--- config.mk ---
export PLATFORM = sky130hd
export DESIGN_NAME = snoop_ctrl
export DESIGN_NICKNAME = d
export VERILOG_FILES = /design/src/snoop_pkg.sv /design/src/snoop_line_match.sv /design/src/snoop_ctrl.sv
export VERILOG_INCLUDE_DIRS = /design/src /design/src/src
export SDC_FILE = /design/constraint.sdc
export NUM_CORES = 1
export LEC_CHECK = 0
export ABC_AREA = 0
export BUFFER_PORTS_ARGS = -buffer_cell sky130_fd_sc_hd__buf_2
export CORE_AREA = 2 2 126 128
export CTS_CLUSTER_DIAMETER = 150
export CTS_CLUSTER_SIZE = 30
export DETAILED_ROUTE_END_ITERATION = 16
export DIE_AREA = 0 0 128 130
export PLACE_DENSITY = 0.6
export SETUP_SLACK_MARGIN = 0.4
export SYNTH_ARGS = -nofsm -noshare
export SYNTH_HDL_FRONTEND = slang
export SYNTH_SLANG_ARGS = --single-unit
--- constraint.sdc ---
create_clock -name CLK -period 3.51 [get_ports CLK]
set_input_delay 0.5265 -clock CLK [delete_from_list [all_inputs] [get_ports CLK]]
set_output_delay 0.5265 -clock CLK [all_outputs]
set_load 0.05 [all_outputs]
--- src/snoop_defs.svh ---
// Constants for the data cache bus snoop logic.
// Assumes inclusion by bare name from the package and the snoop modules.
`ifndef SNOOP_DEFS_SVH
`define SNOOP_DEFS_SVH
`define SNP_ADDR_W 32
`define SNP_LINE_OFS 5
`define SNP_PAR_W 4
`define SNP_BYTE_W 8
`define SNP_TT_W 5
`define SNP_TT_CLEAN 5'h00
`define SNP_TT_FLUSH 5'h04
`define SNP_TT_SYNC 5'h08
`define SNP_TT_KILL 5'h0c
`define SNP_TT_BARRIER 5'h10
`define SNP_TT_ECOWX 5'h14
`define SNP_TT_ECIWX 5'h1c
`define SNP_TT_TLBIE 5'h18
`define SNP_TT_RSV_SET 5'h01
`define SNP_TT_TLBSYNC 5'h09
`define SNP_TT_ICBI 5'h0d
`define SNP_TT_WRITE_BIT 1
`define SNP_TT_READ_BIT 3
`define SNP_TT_ADDR_ONLY_BIT 0
`define SNP_TT_KIND_BIT 2
`endif

--- src/snoop_pkg.sv ---
// Types shared by the data cache bus snoop logic.
// Assumes snoop_defs.svh is on the include path.
`include "snoop_defs.svh"
package snoop_pkg;
    typedef logic [`SNP_ADDR_W-1:0] addr_t;
    typedef logic [`SNP_TT_W-1:0] ttype_t;
    typedef enum logic [2:0] {
        ST_IDLE = 3'b001,
        ST_LOOKUP = 3'b010,
        ST_RESPOND = 3'b100
    } snoop_state_e;
    typedef enum logic [1:0] {
        ACT_NONE = 2'h0,
        ACT_PUSH = 2'h1,
        ACT_INVAL = 2'h2
    } snoop_act_e;
endpackage : snoop_pkg

--- src/snoop_line_match.sv ---
// Compares a snooped address against a set of line addresses at line granularity.
// Assumes entries arrive packed, one line address per slot, with a valid bit each.
`timescale 1ns/10ps
`include "snoop_defs.svh"
module snoop_line_match #(
    parameter int ENTRIES = 4
) (
    input wire logic [`SNP_ADDR_W-1:0] snoop_addr,
    input wire logic [ENTRIES*`SNP_ADDR_W-1:0] line_addr,
    input wire logic [ENTRIES-1:0] line_valid,
    output logic hit
);
    logic [ENTRIES-1:0] match;
    genvar g;
    generate
        for (g = 0; g < ENTRIES; g++) begin : g_cmp
            // Low offset bits ignored: any byte of the 32-byte line collides
            assign match[g] = line_valid[g] &&
                (line_addr[g*`SNP_ADDR_W+`SNP_LINE_OFS +: `SNP_ADDR_W-`SNP_LINE_OFS] ==
                 snoop_addr[`SNP_ADDR_W-1:`SNP_LINE_OFS]);
        end
    endgenerate
    assign hit = |match;
endmodule : snoop_line_match

--- src/snoop_ctrl.sv ---
// Data cache bus snoop control: qualification, parity check, tag and queue compare, retry.
// Assumes one bus clock, synchronous bus inputs, cache tag lookups answer combinationally
// in the cycle after the snoop is captured, and the cache acts on the forwarded action.
`timescale 1ns/10ps
`include "snoop_defs.svh"
module snoop_ctrl
    import snoop_pkg::*;
#(
    parameter int FILL_ENTRIES = 2,
    parameter int QUEUE_ENTRIES = 4
) (
    input wire logic CLK,
    input wire logic RESETN,
    input wire logic TRANSFER_START_N,
    input wire logic GLOBAL_COHERENT_N,
    input wire logic ADDRESS_BUS_BUSY_N,
    input wire logic BURST_INDICATION_N,
    input wire logic [`SNP_TT_W-1:0] TRANSFER_TYPE,
    input wire logic [`SNP_ADDR_W-1:0] ADDR,
    input wire logic [3:0] ADDR_PARITY,
    input wire logic OWN_TENURE,
    input wire logic SNOOP_BUSY,
    input wire logic RSV_VALID,
    input wire logic [`SNP_ADDR_W-1:0] RSV_ADDR,
    input wire logic L1_HIT,
    input wire logic L1_MODIFIED,
    input wire logic L2_HIT,
    input wire logic L2_MODIFIED,
    input wire logic [FILL_ENTRIES*`SNP_ADDR_W-1:0] FILL_ADDR,
    input wire logic [FILL_ENTRIES-1:0] FILL_VALID,
    input wire logic [QUEUE_ENTRIES*`SNP_ADDR_W-1:0] QUEUE_ADDR,
    input wire logic [QUEUE_ENTRIES-1:0] QUEUE_PENDING,
    output logic [`SNP_ADDR_W-1:0] LOOKUP_ADDR,
    output logic L1_LOOKUP,
    output logic L2_LOOKUP,
    output logic ADDRESS_RETRY_N,
    output logic [1:0] CACHE_ACTION,
    output logic CACHE_ACTION_VALID,
    output logic RSV_CLEAR,
    output logic PARITY_ERROR
);
    snoop_state_e state;
    snoop_state_e next_state;
    ttype_t snp_tt;
    logic snp_single;
    logic snp_busy;
    logic fill_hit;
    logic queue_hit;
    logic start;
    logic tt_write_kill;
    logic qualified;
    logic parity_bad;
    logic is_kill;
    logic is_read;
    logic cache_hit;
    logic cache_mod;
    logic no_action;
    logic want_retry;
    logic [1:0] next_action;

    assign start = !TRANSFER_START_N && !OWN_TENURE;
    // Kill carries the read bit, so it is matched whole; writes have the data bit with read bit clear
    assign tt_write_kill = TRANSFER_TYPE == `SNP_TT_KILL ||
        (!TRANSFER_TYPE[`SNP_TT_READ_BIT] && !TRANSFER_TYPE[`SNP_TT_ADDR_ONLY_BIT] &&
         TRANSFER_TYPE[`SNP_TT_WRITE_BIT]);
    // Bus-busy input is deliberately not read here
    assign qualified = start && (!GLOBAL_COHERENT_N || (RSV_VALID && tt_write_kill));

    always_comb begin
        parity_bad = 1'b0;
        for (int b = 0; b < `SNP_PAR_W; b++) begin
            parity_bad = parity_bad | (^{ADDR[b*`SNP_BYTE_W +: `SNP_BYTE_W], ADDR_PARITY[b]} == 1'b0);
        end
    end

    always_ff @(posedge CLK) begin
        if (!RESETN) begin
            PARITY_ERROR <= 1'b0;
        end else begin
            PARITY_ERROR <= qualified && parity_bad;
        end
    end

    always_ff @(posedge CLK) begin
        if (!RESETN) begin
            state <= ST_IDLE;
        end else begin
            state <= next_state;
        end
    end

    always_comb begin
        next_state = state;
        unique case (state)
            ST_IDLE: begin
                if (qualified && !parity_bad) begin
                    next_state = ST_LOOKUP;
                end
            end
            ST_LOOKUP: begin
                next_state = ST_RESPOND;
            end
            ST_RESPOND: begin
                next_state = ST_IDLE;
            end
        endcase
    end

    always_ff @(posedge CLK) begin
        if (!RESETN) begin
            LOOKUP_ADDR <= '0;
            snp_tt <= `SNP_TT_CLEAN;
            snp_single <= 1'b0;
            snp_busy <= 1'b0;
        end else if (state == ST_IDLE && qualified) begin
            LOOKUP_ADDR <= ADDR;
            snp_tt <= TRANSFER_TYPE;
            snp_single <= BURST_INDICATION_N;
            snp_busy <= SNOOP_BUSY;
        end
    end

    always_ff @(posedge CLK) begin
        if (!RESETN) begin
            L1_LOOKUP <= 1'b0;
            L2_LOOKUP <= 1'b0;
        end else begin
            // Data tags only; there is no instruction cache port at all
            L1_LOOKUP <= state == ST_IDLE && qualified && !parity_bad;
            L2_LOOKUP <= state == ST_IDLE && qualified && !parity_bad;
        end
    end

    snoop_line_match #(
        .ENTRIES(FILL_ENTRIES)
    ) u_fill_match (
        .snoop_addr(LOOKUP_ADDR),
        .line_addr(FILL_ADDR),
        .line_valid(FILL_VALID),
        .hit(fill_hit)
    );

    snoop_line_match #(
        .ENTRIES(QUEUE_ENTRIES)
    ) u_queue_match (
        .snoop_addr(LOOKUP_ADDR),
        .line_addr(QUEUE_ADDR),
        .line_valid(QUEUE_PENDING),
        .hit(queue_hit)
    );

    assign is_kill = snp_tt == `SNP_TT_KILL;
    // Data reads carry read and data bits; kill and sync share the read bit but move no data
    assign is_read = snp_tt[`SNP_TT_READ_BIT] && !snp_tt[`SNP_TT_ADDR_ONLY_BIT] &&
        snp_tt[`SNP_TT_WRITE_BIT];
    assign cache_hit = L1_HIT || L2_HIT;
    assign cache_mod = (L1_HIT && L1_MODIFIED) || (L2_HIT && L2_MODIFIED);
    // Address-only broadcasts other than kill carry no coherency action
    assign no_action = snp_tt == `SNP_TT_CLEAN || snp_tt == `SNP_TT_FLUSH ||
        snp_tt == `SNP_TT_SYNC || snp_tt == `SNP_TT_BARRIER || snp_tt == `SNP_TT_ECOWX ||
        snp_tt == `SNP_TT_ECIWX || snp_tt == `SNP_TT_TLBIE || snp_tt == `SNP_TT_RSV_SET ||
        snp_tt == `SNP_TT_TLBSYNC || snp_tt == `SNP_TT_ICBI;
    // Kill on an exclusive line invalidates silently; a modified one must retry first
    assign want_retry = snp_busy || fill_hit || queue_hit ||
        (!no_action && cache_hit && (!is_kill || cache_mod));

    always_comb begin
        next_action = ACT_NONE;
        if (!no_action && cache_hit) begin
            if (cache_mod) begin
                next_action = ACT_PUSH;
            end else if (is_kill || (is_read && !snp_single) || !is_read) begin
                next_action = ACT_INVAL;
            end
        end
        // Single-beat reads are caching inhibited: leave a clean copy alone
        if (is_read && snp_single && !cache_mod) begin
            next_action = ACT_NONE;
        end
        if (snp_busy) begin
            next_action = ACT_NONE;
        end
    end

    always_ff @(posedge CLK) begin
        if (!RESETN) begin
            ADDRESS_RETRY_N <= 1'b1;
            CACHE_ACTION <= ACT_NONE;
            CACHE_ACTION_VALID <= 1'b0;
            RSV_CLEAR <= 1'b0;
        end else begin
            ADDRESS_RETRY_N <= !(state == ST_LOOKUP && want_retry);
            // A miss forwards nothing, so cache state is left as it was
            CACHE_ACTION <= state == ST_LOOKUP ? next_action : ACT_NONE;
            CACHE_ACTION_VALID <= state == ST_LOOKUP && next_action != ACT_NONE;
            RSV_CLEAR <= state == ST_LOOKUP && is_kill && RSV_VALID &&
                RSV_ADDR[`SNP_ADDR_W-1:`SNP_LINE_OFS] == LOOKUP_ADDR[`SNP_ADDR_W-1:`SNP_LINE_OFS];
        end
    end

    AST_QUAL_LOOKUP: assert property (@(posedge CLK) disable iff (!RESETN)
        (state == ST_IDLE && !TRANSFER_START_N && !GLOBAL_COHERENT_N && !OWN_TENURE && !parity_bad)
        |=> L1_LOOKUP && L2_LOOKUP)
        else $error("qualified snoop did not start tag lookup");
    AST_RSV_QUAL: assert property (@(posedge CLK) disable iff (!RESETN)
        (state == ST_IDLE && !TRANSFER_START_N && RSV_VALID && !OWN_TENURE && !parity_bad &&
         TRANSFER_TYPE == `SNP_TT_KILL) |=> L1_LOOKUP)
        else $error("kill under reservation was not snooped");
    AST_OWN_IGNORED: assert property (@(posedge CLK) disable iff (!RESETN)
        (state == ST_IDLE && OWN_TENURE) |=> !L1_LOOKUP ##1 ADDRESS_RETRY_N)
        else $error("own tenure was snooped");
    AST_PARITY_FLAG: assert property (@(posedge CLK) disable iff (!RESETN)
        (!TRANSFER_START_N && !GLOBAL_COHERENT_N && !OWN_TENURE && parity_bad) |=> PARITY_ERROR)
        else $error("parity error not reported");
    AST_NO_QUAL_NO_LOOKUP: assert property (@(posedge CLK) disable iff (!RESETN)
        (TRANSFER_START_N || (GLOBAL_COHERENT_N && !RSV_VALID)) |=> !L1_LOOKUP)
        else $error("unqualified snoop looked up");
    AST_COLLIDE_RETRY: assert property (@(posedge CLK) disable iff (!RESETN)
        (state == ST_LOOKUP && (fill_hit || queue_hit)) |=> !ADDRESS_RETRY_N)
        else $error("collision not retried");
    AST_HIT_RETRY: assert property (@(posedge CLK) disable iff (!RESETN)
        (L1_LOOKUP && cache_hit && !is_kill && !no_action) |=> !ADDRESS_RETRY_N)
        else $error("snoop hit not retried");
    AST_KILL_MOD: assert property (@(posedge CLK) disable iff (!RESETN)
        (L1_LOOKUP && is_kill && cache_mod && !snp_busy)
        |=> !ADDRESS_RETRY_N && CACHE_ACTION == ACT_PUSH && CACHE_ACTION_VALID)
        else $error("kill on modified line not pushed");
    AST_KILL_EXCL: assert property (@(posedge CLK) disable iff (!RESETN)
        (L1_LOOKUP && is_kill && cache_hit && !cache_mod && !snp_busy && !fill_hit && !queue_hit)
        |=> ADDRESS_RETRY_N && CACHE_ACTION == ACT_INVAL)
        else $error("kill on exclusive line not invalidated");
    AST_MISS_QUIET: assert property (@(posedge CLK) disable iff (!RESETN)
        (L1_LOOKUP && !cache_hit) |=> !CACHE_ACTION_VALID)
        else $error("miss changed cache state");
    AST_NOACT: assert property (@(posedge CLK) disable iff (!RESETN)
        (L1_LOOKUP && no_action && !fill_hit && !queue_hit && !snp_busy)
        |=> ADDRESS_RETRY_N && !CACHE_ACTION_VALID)
        else $error("no-action type caused a response");
    // Reservation, address capture, refusal, parity, read, busy and pulse-width guards
    AST_RSV_WRITE: assert property (@(posedge CLK) disable iff (!RESETN)
        (state == ST_IDLE && start && GLOBAL_COHERENT_N && RSV_VALID && !parity_bad &&
         !TRANSFER_TYPE[`SNP_TT_READ_BIT] && !TRANSFER_TYPE[`SNP_TT_ADDR_ONLY_BIT] && TRANSFER_TYPE[`SNP_TT_WRITE_BIT])
        |=> L1_LOOKUP && L2_LOOKUP)
        else $error("write under reservation was not snooped");
    AST_LOOKUP_ADDR: assert property (@(posedge CLK) disable iff (!RESETN)
        (state == ST_IDLE && qualified && !parity_bad)
        |=> LOOKUP_ADDR == $past(ADDR))
        else $error("lookup address not captured");
    AST_REFUSED: assert property (@(posedge CLK) disable iff (!RESETN)
        (state != ST_IDLE)
        |=> !L1_LOOKUP && !L2_LOOKUP)
        else $error("snoop taken while busy with another");
    AST_BAD_PAR_NO_LOOKUP: assert property (@(posedge CLK) disable iff (!RESETN)
        (state == ST_IDLE && qualified && parity_bad)
        |=> PARITY_ERROR && !L1_LOOKUP && !L2_LOOKUP)
        else $error("bad parity snoop looked up or not reported");
    AST_READ_FLUSH: assert property (@(posedge CLK) disable iff (!RESETN)
        (L1_LOOKUP && is_read && !snp_single && cache_hit && !snp_busy)
        |=> !ADDRESS_RETRY_N && CACHE_ACTION_VALID)
        else $error("burst read hit not flushed");
    AST_SINGLE_READ: assert property (@(posedge CLK) disable iff (!RESETN)
        (L1_LOOKUP && is_read && snp_single && !cache_mod)
        |=> !CACHE_ACTION_VALID)
        else $error("single-beat read changed a clean line");
    AST_BUSY_RETRY: assert property (@(posedge CLK) disable iff (!RESETN)
        (L1_LOOKUP && snp_busy)
        |=> !ADDRESS_RETRY_N && !CACHE_ACTION_VALID)
        else $error("busy snoop not retried");
    AST_RSV_KILL_ONLY: assert property (@(posedge CLK) disable iff (!RESETN)
        (state == ST_LOOKUP && !is_kill)
        |=> !RSV_CLEAR)
        else $error("reservation cleared by a non-kill type");
    AST_RETRY_PULSE: assert property (@(posedge CLK) disable iff (!RESETN)
        !ADDRESS_RETRY_N
        |=> ADDRESS_RETRY_N)
        else $error("retry held longer than one cycle");
    AST_ACTION_PULSE: assert property (@(posedge CLK) disable iff (!RESETN)
        CACHE_ACTION_VALID
        |=> !CACHE_ACTION_VALID && CACHE_ACTION == ACT_NONE)
        else $error("cache action held longer than one cycle");
endmodule : snoop_ctrl

=== Yosys cells after proc, flatten, opt, wreduce, memory -nomap -nowiden ===
Cells that the tools add are included.

* Output and inout port bits: 40
* Input bits: 284
* Memories: 0
* Memory bits (read-only): 0
* Latch bits: 0
* Bits in registers: 49
* Bits in writable memories: 0

* Equality and inequality tests: 22
* Shift-type cells: 0
* Bitwise operators: 7
* Multipliers: 0
* Reductions and logical operators: 70
* $add $sub $neg: 0
* Multiplexer cells: 7
* Divide/modulo/power cells: 0
* $lt $le $gt $ge: 0

{| class="wikitable"
|+ Operators by type and width
! cell !! number
|-
| 27-bit == test || 7
|-
| 9-bit XOR reduction || 4
|-
| 1-bit logical AND || 29
|-
| 5-bit by 4-bit == test with 1-bit output (second input constant) || 5
|-
| 5-bit == test (second input constant) || 4
|-
| 1-bit logical OR || 19
|-
| 1-bit logical NOT || 13
|-
| 2-bit two-way mux || 5
|-
| 3-bit case mux with 3 select lines || 1
|-
| 5-bit by 1-bit == test with 1-bit output (second input constant) || 1
|-
| 5-bit by 3-bit == test with 1-bit output (second input constant) || 1
|-
| 5-bit logical NOT || 1
|-
| 1-bit NOT || 4
|-
| 4-bit OR reduction || 1
|-
| 3-bit by 1-bit == test with 1-bit output (second input constant) || 1
|-
| 3-bit by 2-bit == test with 1-bit output (second input constant) || 1
|-
| 3-bit == test (second input constant) || 1
|-
| 3-bit two-way mux || 1
|-
| 1-bit bitwise OR || 3
|-
| 2-bit inequality test (second input constant) || 1
|-
| 2-bit AND reduction || 1
|-
| 2-bit nonzero test || 1
|-
| 2-bit OR reduction || 1
|}

=== Longest topological paths before layout ===
* Depth after elaboration: 17
* Gate-level depth with buffers: 8

=== Hierarchy ===
Synthesis repeated with hierarchy kept, for this count alone.

* Cells, all modules: 459
* Area, all modules: 4356.7 sq um

{| class="wikitable"
|+ Modules (own cells, without submodules)
! module !! cells each !! times used !! area an instance (sq um)
|-
| snoop_ctrl || 239 || 1 || 2565.0
|-
| snoop_line_match at u_queue_match || 147 || 1 || 1199.9
|-
| snoop_line_match at u_fill_match || 73 || 1 || 591.8
|}

=== Worst setup path before layout ===
OpenSTA, ideal clock, no wires.

* Path kind: input -> register
* Start point: input port TRANSFER_TYPE[1]
* End point: register LOOKUP_ADDR[0]
* Data arrival time: 1.744 ns
* Stages: 8
* Library setup time: 0.118 ns
* Setup slack: 1.648 ns
* Cell sequence: and4bb_1 > o21ai_2 > a211oi_4 > nand3_1 > buf_2 > buf_2 > nand2_1 > a21boi_2

* Word-level cells in the longest chain between the ends: 6

{| class="wikitable"
|+ Ends and longest elaborated chain
! item !! RTL line !! RTL
|-
| from (decl) || snoop_ctrl.sv:18 || <nowiki>input wire logic [`SNP_TT_W-1:0] TRANSFER_TYPE,</nowiki>
|-
| 5-bit by 4-bit == test with 1-bit output (no line) / 1-bit logical AND (equally long branches) || n/a ||
|-
| 1-bit logical OR (*) || snoop_ctrl.sv:63 || <nowiki>assign tt_write_kill = TRANSFER_TYPE == `SNP_TT_KILL ||</nowiki>
|-
| 1-bit logical AND (*) || snoop_ctrl.sv:67 || <nowiki>assign qualified = start && (!GLOBAL_COHERENT_N || (RSV_VALID && tt_write_kill));</nowiki>
|-
| 1-bit logical OR (*) || snoop_ctrl.sv:67 ||
|-
| 1-bit logical AND (*) || snoop_ctrl.sv:67 ||
|-
| 1-bit logical AND (*) || snoop_ctrl.sv:115 || <nowiki>end else if (state == ST_IDLE && qualified) begin</nowiki>
|-
| to (signal assigned) || snoop_ctrl.sv:111 || <nowiki>LOOKUP_ADDR <= '0;</nowiki>
|-
| to (signal assigned) || snoop_ctrl.sv:116 || <nowiki>LOOKUP_ADDR <= ADDR;</nowiki>
|-
| to (decl) || snoop_ctrl.sv:33 || <nowiki>output logic [`SNP_ADDR_W-1:0] LOOKUP_ADDR,</nowiki>
|}

Mark *: on every way between the ends. The rest lies on a longest branch, timed or not.
A chain may end at the register's enable or synchronous reset.

=== Worst setup path after layout ===
* Start point: register LOOKUP_ADDR[22]
* End point: register ADDRESS_RETRY_N

* Word-level cells in the longest chain between the ends: 8

{| class="wikitable"
|+ Ends and longest elaborated chain
! item !! RTL line !! RTL
|-
| 27-bit == test || snoop_line_match.sv:19 || <nowiki>(line_addr[g*`SNP_ADDR_W+`SNP_LINE_OFS +: `SNP_ADDR_W-`SNP_LINE_OFS] ==</nowiki>
|-
| 1-bit logical AND || snoop_line_match.sv:18 || <nowiki>assign match[g] = line_valid[g] &&</nowiki>
|-
| 2-bit OR reduction || snoop_line_match.sv:23 || <nowiki>assign hit = |match;</nowiki>
|-
| 1-bit logical OR || snoop_ctrl.sv:164 || <nowiki>assign want_retry = snp_busy || fill_hit || queue_hit ||</nowiki>
|-
| 1-bit logical OR (*) (2 in series) || snoop_ctrl.sv:164 ||
|-
| 1-bit logical AND (*) || snoop_ctrl.sv:192 || <nowiki>ADDRESS_RETRY_N <= !(state == ST_LOOKUP && want_retry);</nowiki>
|-
| 1-bit logical NOT (*) || snoop_ctrl.sv:192 ||
|-
| to (signal assigned) || snoop_ctrl.sv:192 ||
|-
| to (decl) || snoop_ctrl.sv:36 || <nowiki>output logic ADDRESS_RETRY_N,</nowiki>
|}

Marks and branches as above.

==> run metrics <==
clock tree sinks=49; unrepaired setup endpoints after global routing=false; GRT Total Usage=22.8%; Post-Synthesis Cell Area=4590 um^2; dominant cell type by count on the critical path=sky130_fd_sc_hd__nand4_1; Total Nets Final=1084; HP Class=flop to flop; Switch Pwr=roughly 0.58 mW; number of buffers created by CTS=5; part of the power in registers=35.8%; Pwr Density=285 nW/um^2; count of endpoints failing hold in the final timing report=0; number of vias after detailed routing=4663; initial cell density of the core=around 30%; max cap viols=0; count of TritonRoute iterations in the first routing pass=4; number of violations reported at the end of detailed-routing iteration 0=between 200 and 250; leakage power=roughly 2.8 nW; delay of the slowest cell on the worst path=around 0.86 ns; count of cell types in the netlist=37; CP Max Fanout=9; worst slew pin tran=0.836 ns; share of Yosys cell area claimed by the top area cell type=24.6%; drc violations=0; Seq/Total Area, Yosys=21.4%; number of nets with antenna violations after detailed routing=0; Gate Count Post-Synth=534; number of global-route vias before repair=around 4600; total count of max-transition violations in the final report=0; hold buffer count at cts=0; overall die area=16600 um^2; clock network fraction of total power=30.9%; average size of a mapped cell=8.60 um^2; Data required, critical path=approximately 3.7 ns; Avg Vias per Cell=4.69; most used standard cell by instance count after synthesis=sky130_fd_sc_hd__xnor2_1; number of synthesis warnings=0; kind of start point of the critical path=flop; critical path data arrival time=2.36 ns; Max clock buf depth=2; wire length of the first global-routing pass=27.7 mm; number of antenna violations at the first check in global routing=2; x dimension of the die=~130 um; pin count of the biggest net entering global routing=between 40 and 50; area grow syn2layout=37.0%; Post-synth EDFFs=0; Worst slew margin=44.2%; status=finished clean; Congestion Overflow GR=0; most common library cells after synthesis=sky130_fd_sc_hd__xnor2_1 (129), sky130_fd_sc_hd__xor2_1 (92), sky130_fd_sc_hd__nand2_1 (81); ranking of synthesized cells by area=sky130_fd_sc_hd__xnor2_1 (25%), sky130_fd_sc_hd__dfxtp_1 (21%), sky130_fd_sc_hd__xor2_1 (18%); Placeable Area=roughly 15000 um^2; Layout Skew=between 0.008 and 0.009 ns; cell type contributing the most total cell area after synthesis=sky130_fd_sc_hd__xnor2_1; master cell of the clock root buffer=sky130_fd_sc_hd__clkbuf_16; combinational share of power=33.3%; net count after synthesis=818; height of the chip=~130 um; total detailed-routing wirelength=roughly 20 mm; area taken by flip-flops and latches=slightly below 1000 um^2; total of buffers placed on input and output ports=287; register bit total from synthesis=49; type of destination of the critical path=flop; buffers inserted by post-CTS timing repair=0; num rows=46; cell-by-cell trace of the critical path=xnor2_1 -> nand4_1 -> nor4_1 -> nand4_1 -> nand3_1 -> o31ai_1; peak supply drop=181 uV; net switching fraction of the power=32.3%; global placement routability congestion=0.881; most used flip-flop cell after synthesis=sky130_fd_sc_hd__dfxtp_1; footprint of the multi-input gates=3340 um^2; PostCTS Resize Cnt=0; final-report setup violation count=0; post-CTS clock slew at the launch and capture registers of the worst setup and hold paths=0.07 ns; class of the most critical setup path=flop to flop; cell type of the slowest stage on the worst timing path=sky130_fd_sc_hd__dfxtp_1; I/O pin count=324; power after layout=approximately 1.8 mW; Clock Latency Late Sink=0.29 ns; detailed-route wire length per cell=around 20 um; Cell Int Power=1.22 mW; timing-limited maximum frequency=about 0.46 GHz; Layout fillers=1663; fraction of layout cells with a size suffix above 1=a little over two fifths; TritonCTS clock tree=done; minimum clock period after layout=between 2 and 2.5 ns; CTS H-tree lvls=2; final cycle utilization of the critical path=62.5%; fraction of registers with async set or reset after synthesis=0%; placed wire-length estimate after detailed placement=16.0 mm; summed negative setup slack over all endpoints=0 ns
==> per-layer routing <==
metal	vias up	wire (um)	GRT usage [%]
li1	2309	-	-
met1	2120	8090	27.5
met2	200	9590	40.7
met3	32	1530	4.84
met4	2	554	7.11
met5	-	7	0
==> cell type report <==
cell class / count / area share [%]
multi-input combinational: 442 / 53.1
timing repair buffer: 301 / 24.7
sequential: 49 / 15.6
inverter: 1 / 0.0597
clock inverter: 3 / 0.736
antenna: 1 / 0.0398
clock buffer: 5 / 1.99
tap: 192 / 3.82
==> cell usage in the layout, fill, tap and decap left out, types with 2 or more instances in the layout <==
cell and count:
sky130_fd_sc_hd__buf_2 287, sky130_fd_sc_hd__xnor2_1 129, sky130_fd_sc_hd__xor2_1 92, sky130_fd_sc_hd__nand2_1 81, sky130_fd_sc_hd__dfxtp_1 49, sky130_fd_sc_hd__a21boi_2 39
sky130_fd_sc_hd__nand4_1 36, sky130_fd_sc_hd__nor4_1 27, sky130_fd_sc_hd__buf_4 13, sky130_fd_sc_hd__nor2_1 5, sky130_fd_sc_hd__and3_1 5, sky130_fd_sc_hd__clkbuf_16 5
sky130_fd_sc_hd__nor2b_1 4, sky130_fd_sc_hd__nand3_1 2, sky130_fd_sc_hd__a22oi_1 2, sky130_fd_sc_hd__nor3_1 2
==> kinds of logic (layout without fill, tap and decap cells) <==
logic type | Yosys count | in the layout | synth area share (%)
buf+inv | 43 | 310 | 5.96
other cells | 0 | 1 | 0
simple gates | 170 | 170 | 18.8
flops | 49 | 49 | 21.4
compound gates | 51 | 51 | 11.8
xor+xnor | 221 | 221 | 42.1
==> registers in the layout, summed over array words and instances, names as in the netlist <==
register and cells:
snp_tt 5, ADDRESS_RETRY_N 1, CACHE_ACTION_VALID 1, snp_single 1
CACHE_ACTION 2, LOOKUP_ADDR 32, state 3, RSV_CLEAR 1
snp_busy 1, L2_LOOKUP 1, PARITY_ERROR 1
==> path summary, 6_finish.rpt <==
| check | startpoint | endpoint | slack, ns | depth (start not counted) |
|---|---|---|---|---|
| setup reg to reg | LOOKUP_ADDR[22] | ADDRESS_RETRY_N | 1.32 | 6 |
| hold reg to reg | LOOKUP_ADDR[4] | LOOKUP_ADDR[4] | 0.47 | 2 |
| setup / recovery | LOOKUP_ADDR[22] | ADDRESS_RETRY_N | 1.32 | 6 |
| hold / removal | LOOKUP_ADDR[4] | LOOKUP_ADDR[4] | 0.47 | 2 |
==> power groups by stage <==
stage               sequential (mW)  clock, mW  combinational (mW)
floorplan                     0.651          0               0.346
global placement              0.657          0               0.597
detailed placement            0.657          0               0.602
CTS                           0.644      0.569               0.605
global route                  0.647      0.596               0.655
finish                        0.643      0.555               0.599
==> critical path: cells and delay by family (launching register included) <==
family           cells  cell delay, ns
AND/OR/NAND/NOR      4            0.91
flip-flops           1            0.86
XOR/XNOR             1            0.19
AO/OA/AOI/OAI        1            0.10
==> per-stage QoR <==
step	setup slack [ns]	util (%)	hold WS, ns	area, um^2	std cells
6_report	1.32	40.8	0.467	6290	994
5_1_grt	1.15	40.8	0.487	6290	994
4_1_cts	1.27	40.8	0.470	6290	993
3_5_place_dp	1.01	39.7	0.458	6120	985
3_3_place_gp	1.03	39.7	0.456	6120	985
2_1_floorplan	1.65	-	0.448	4590	534
Note: power is estimated with default switching activity, not from simulation.
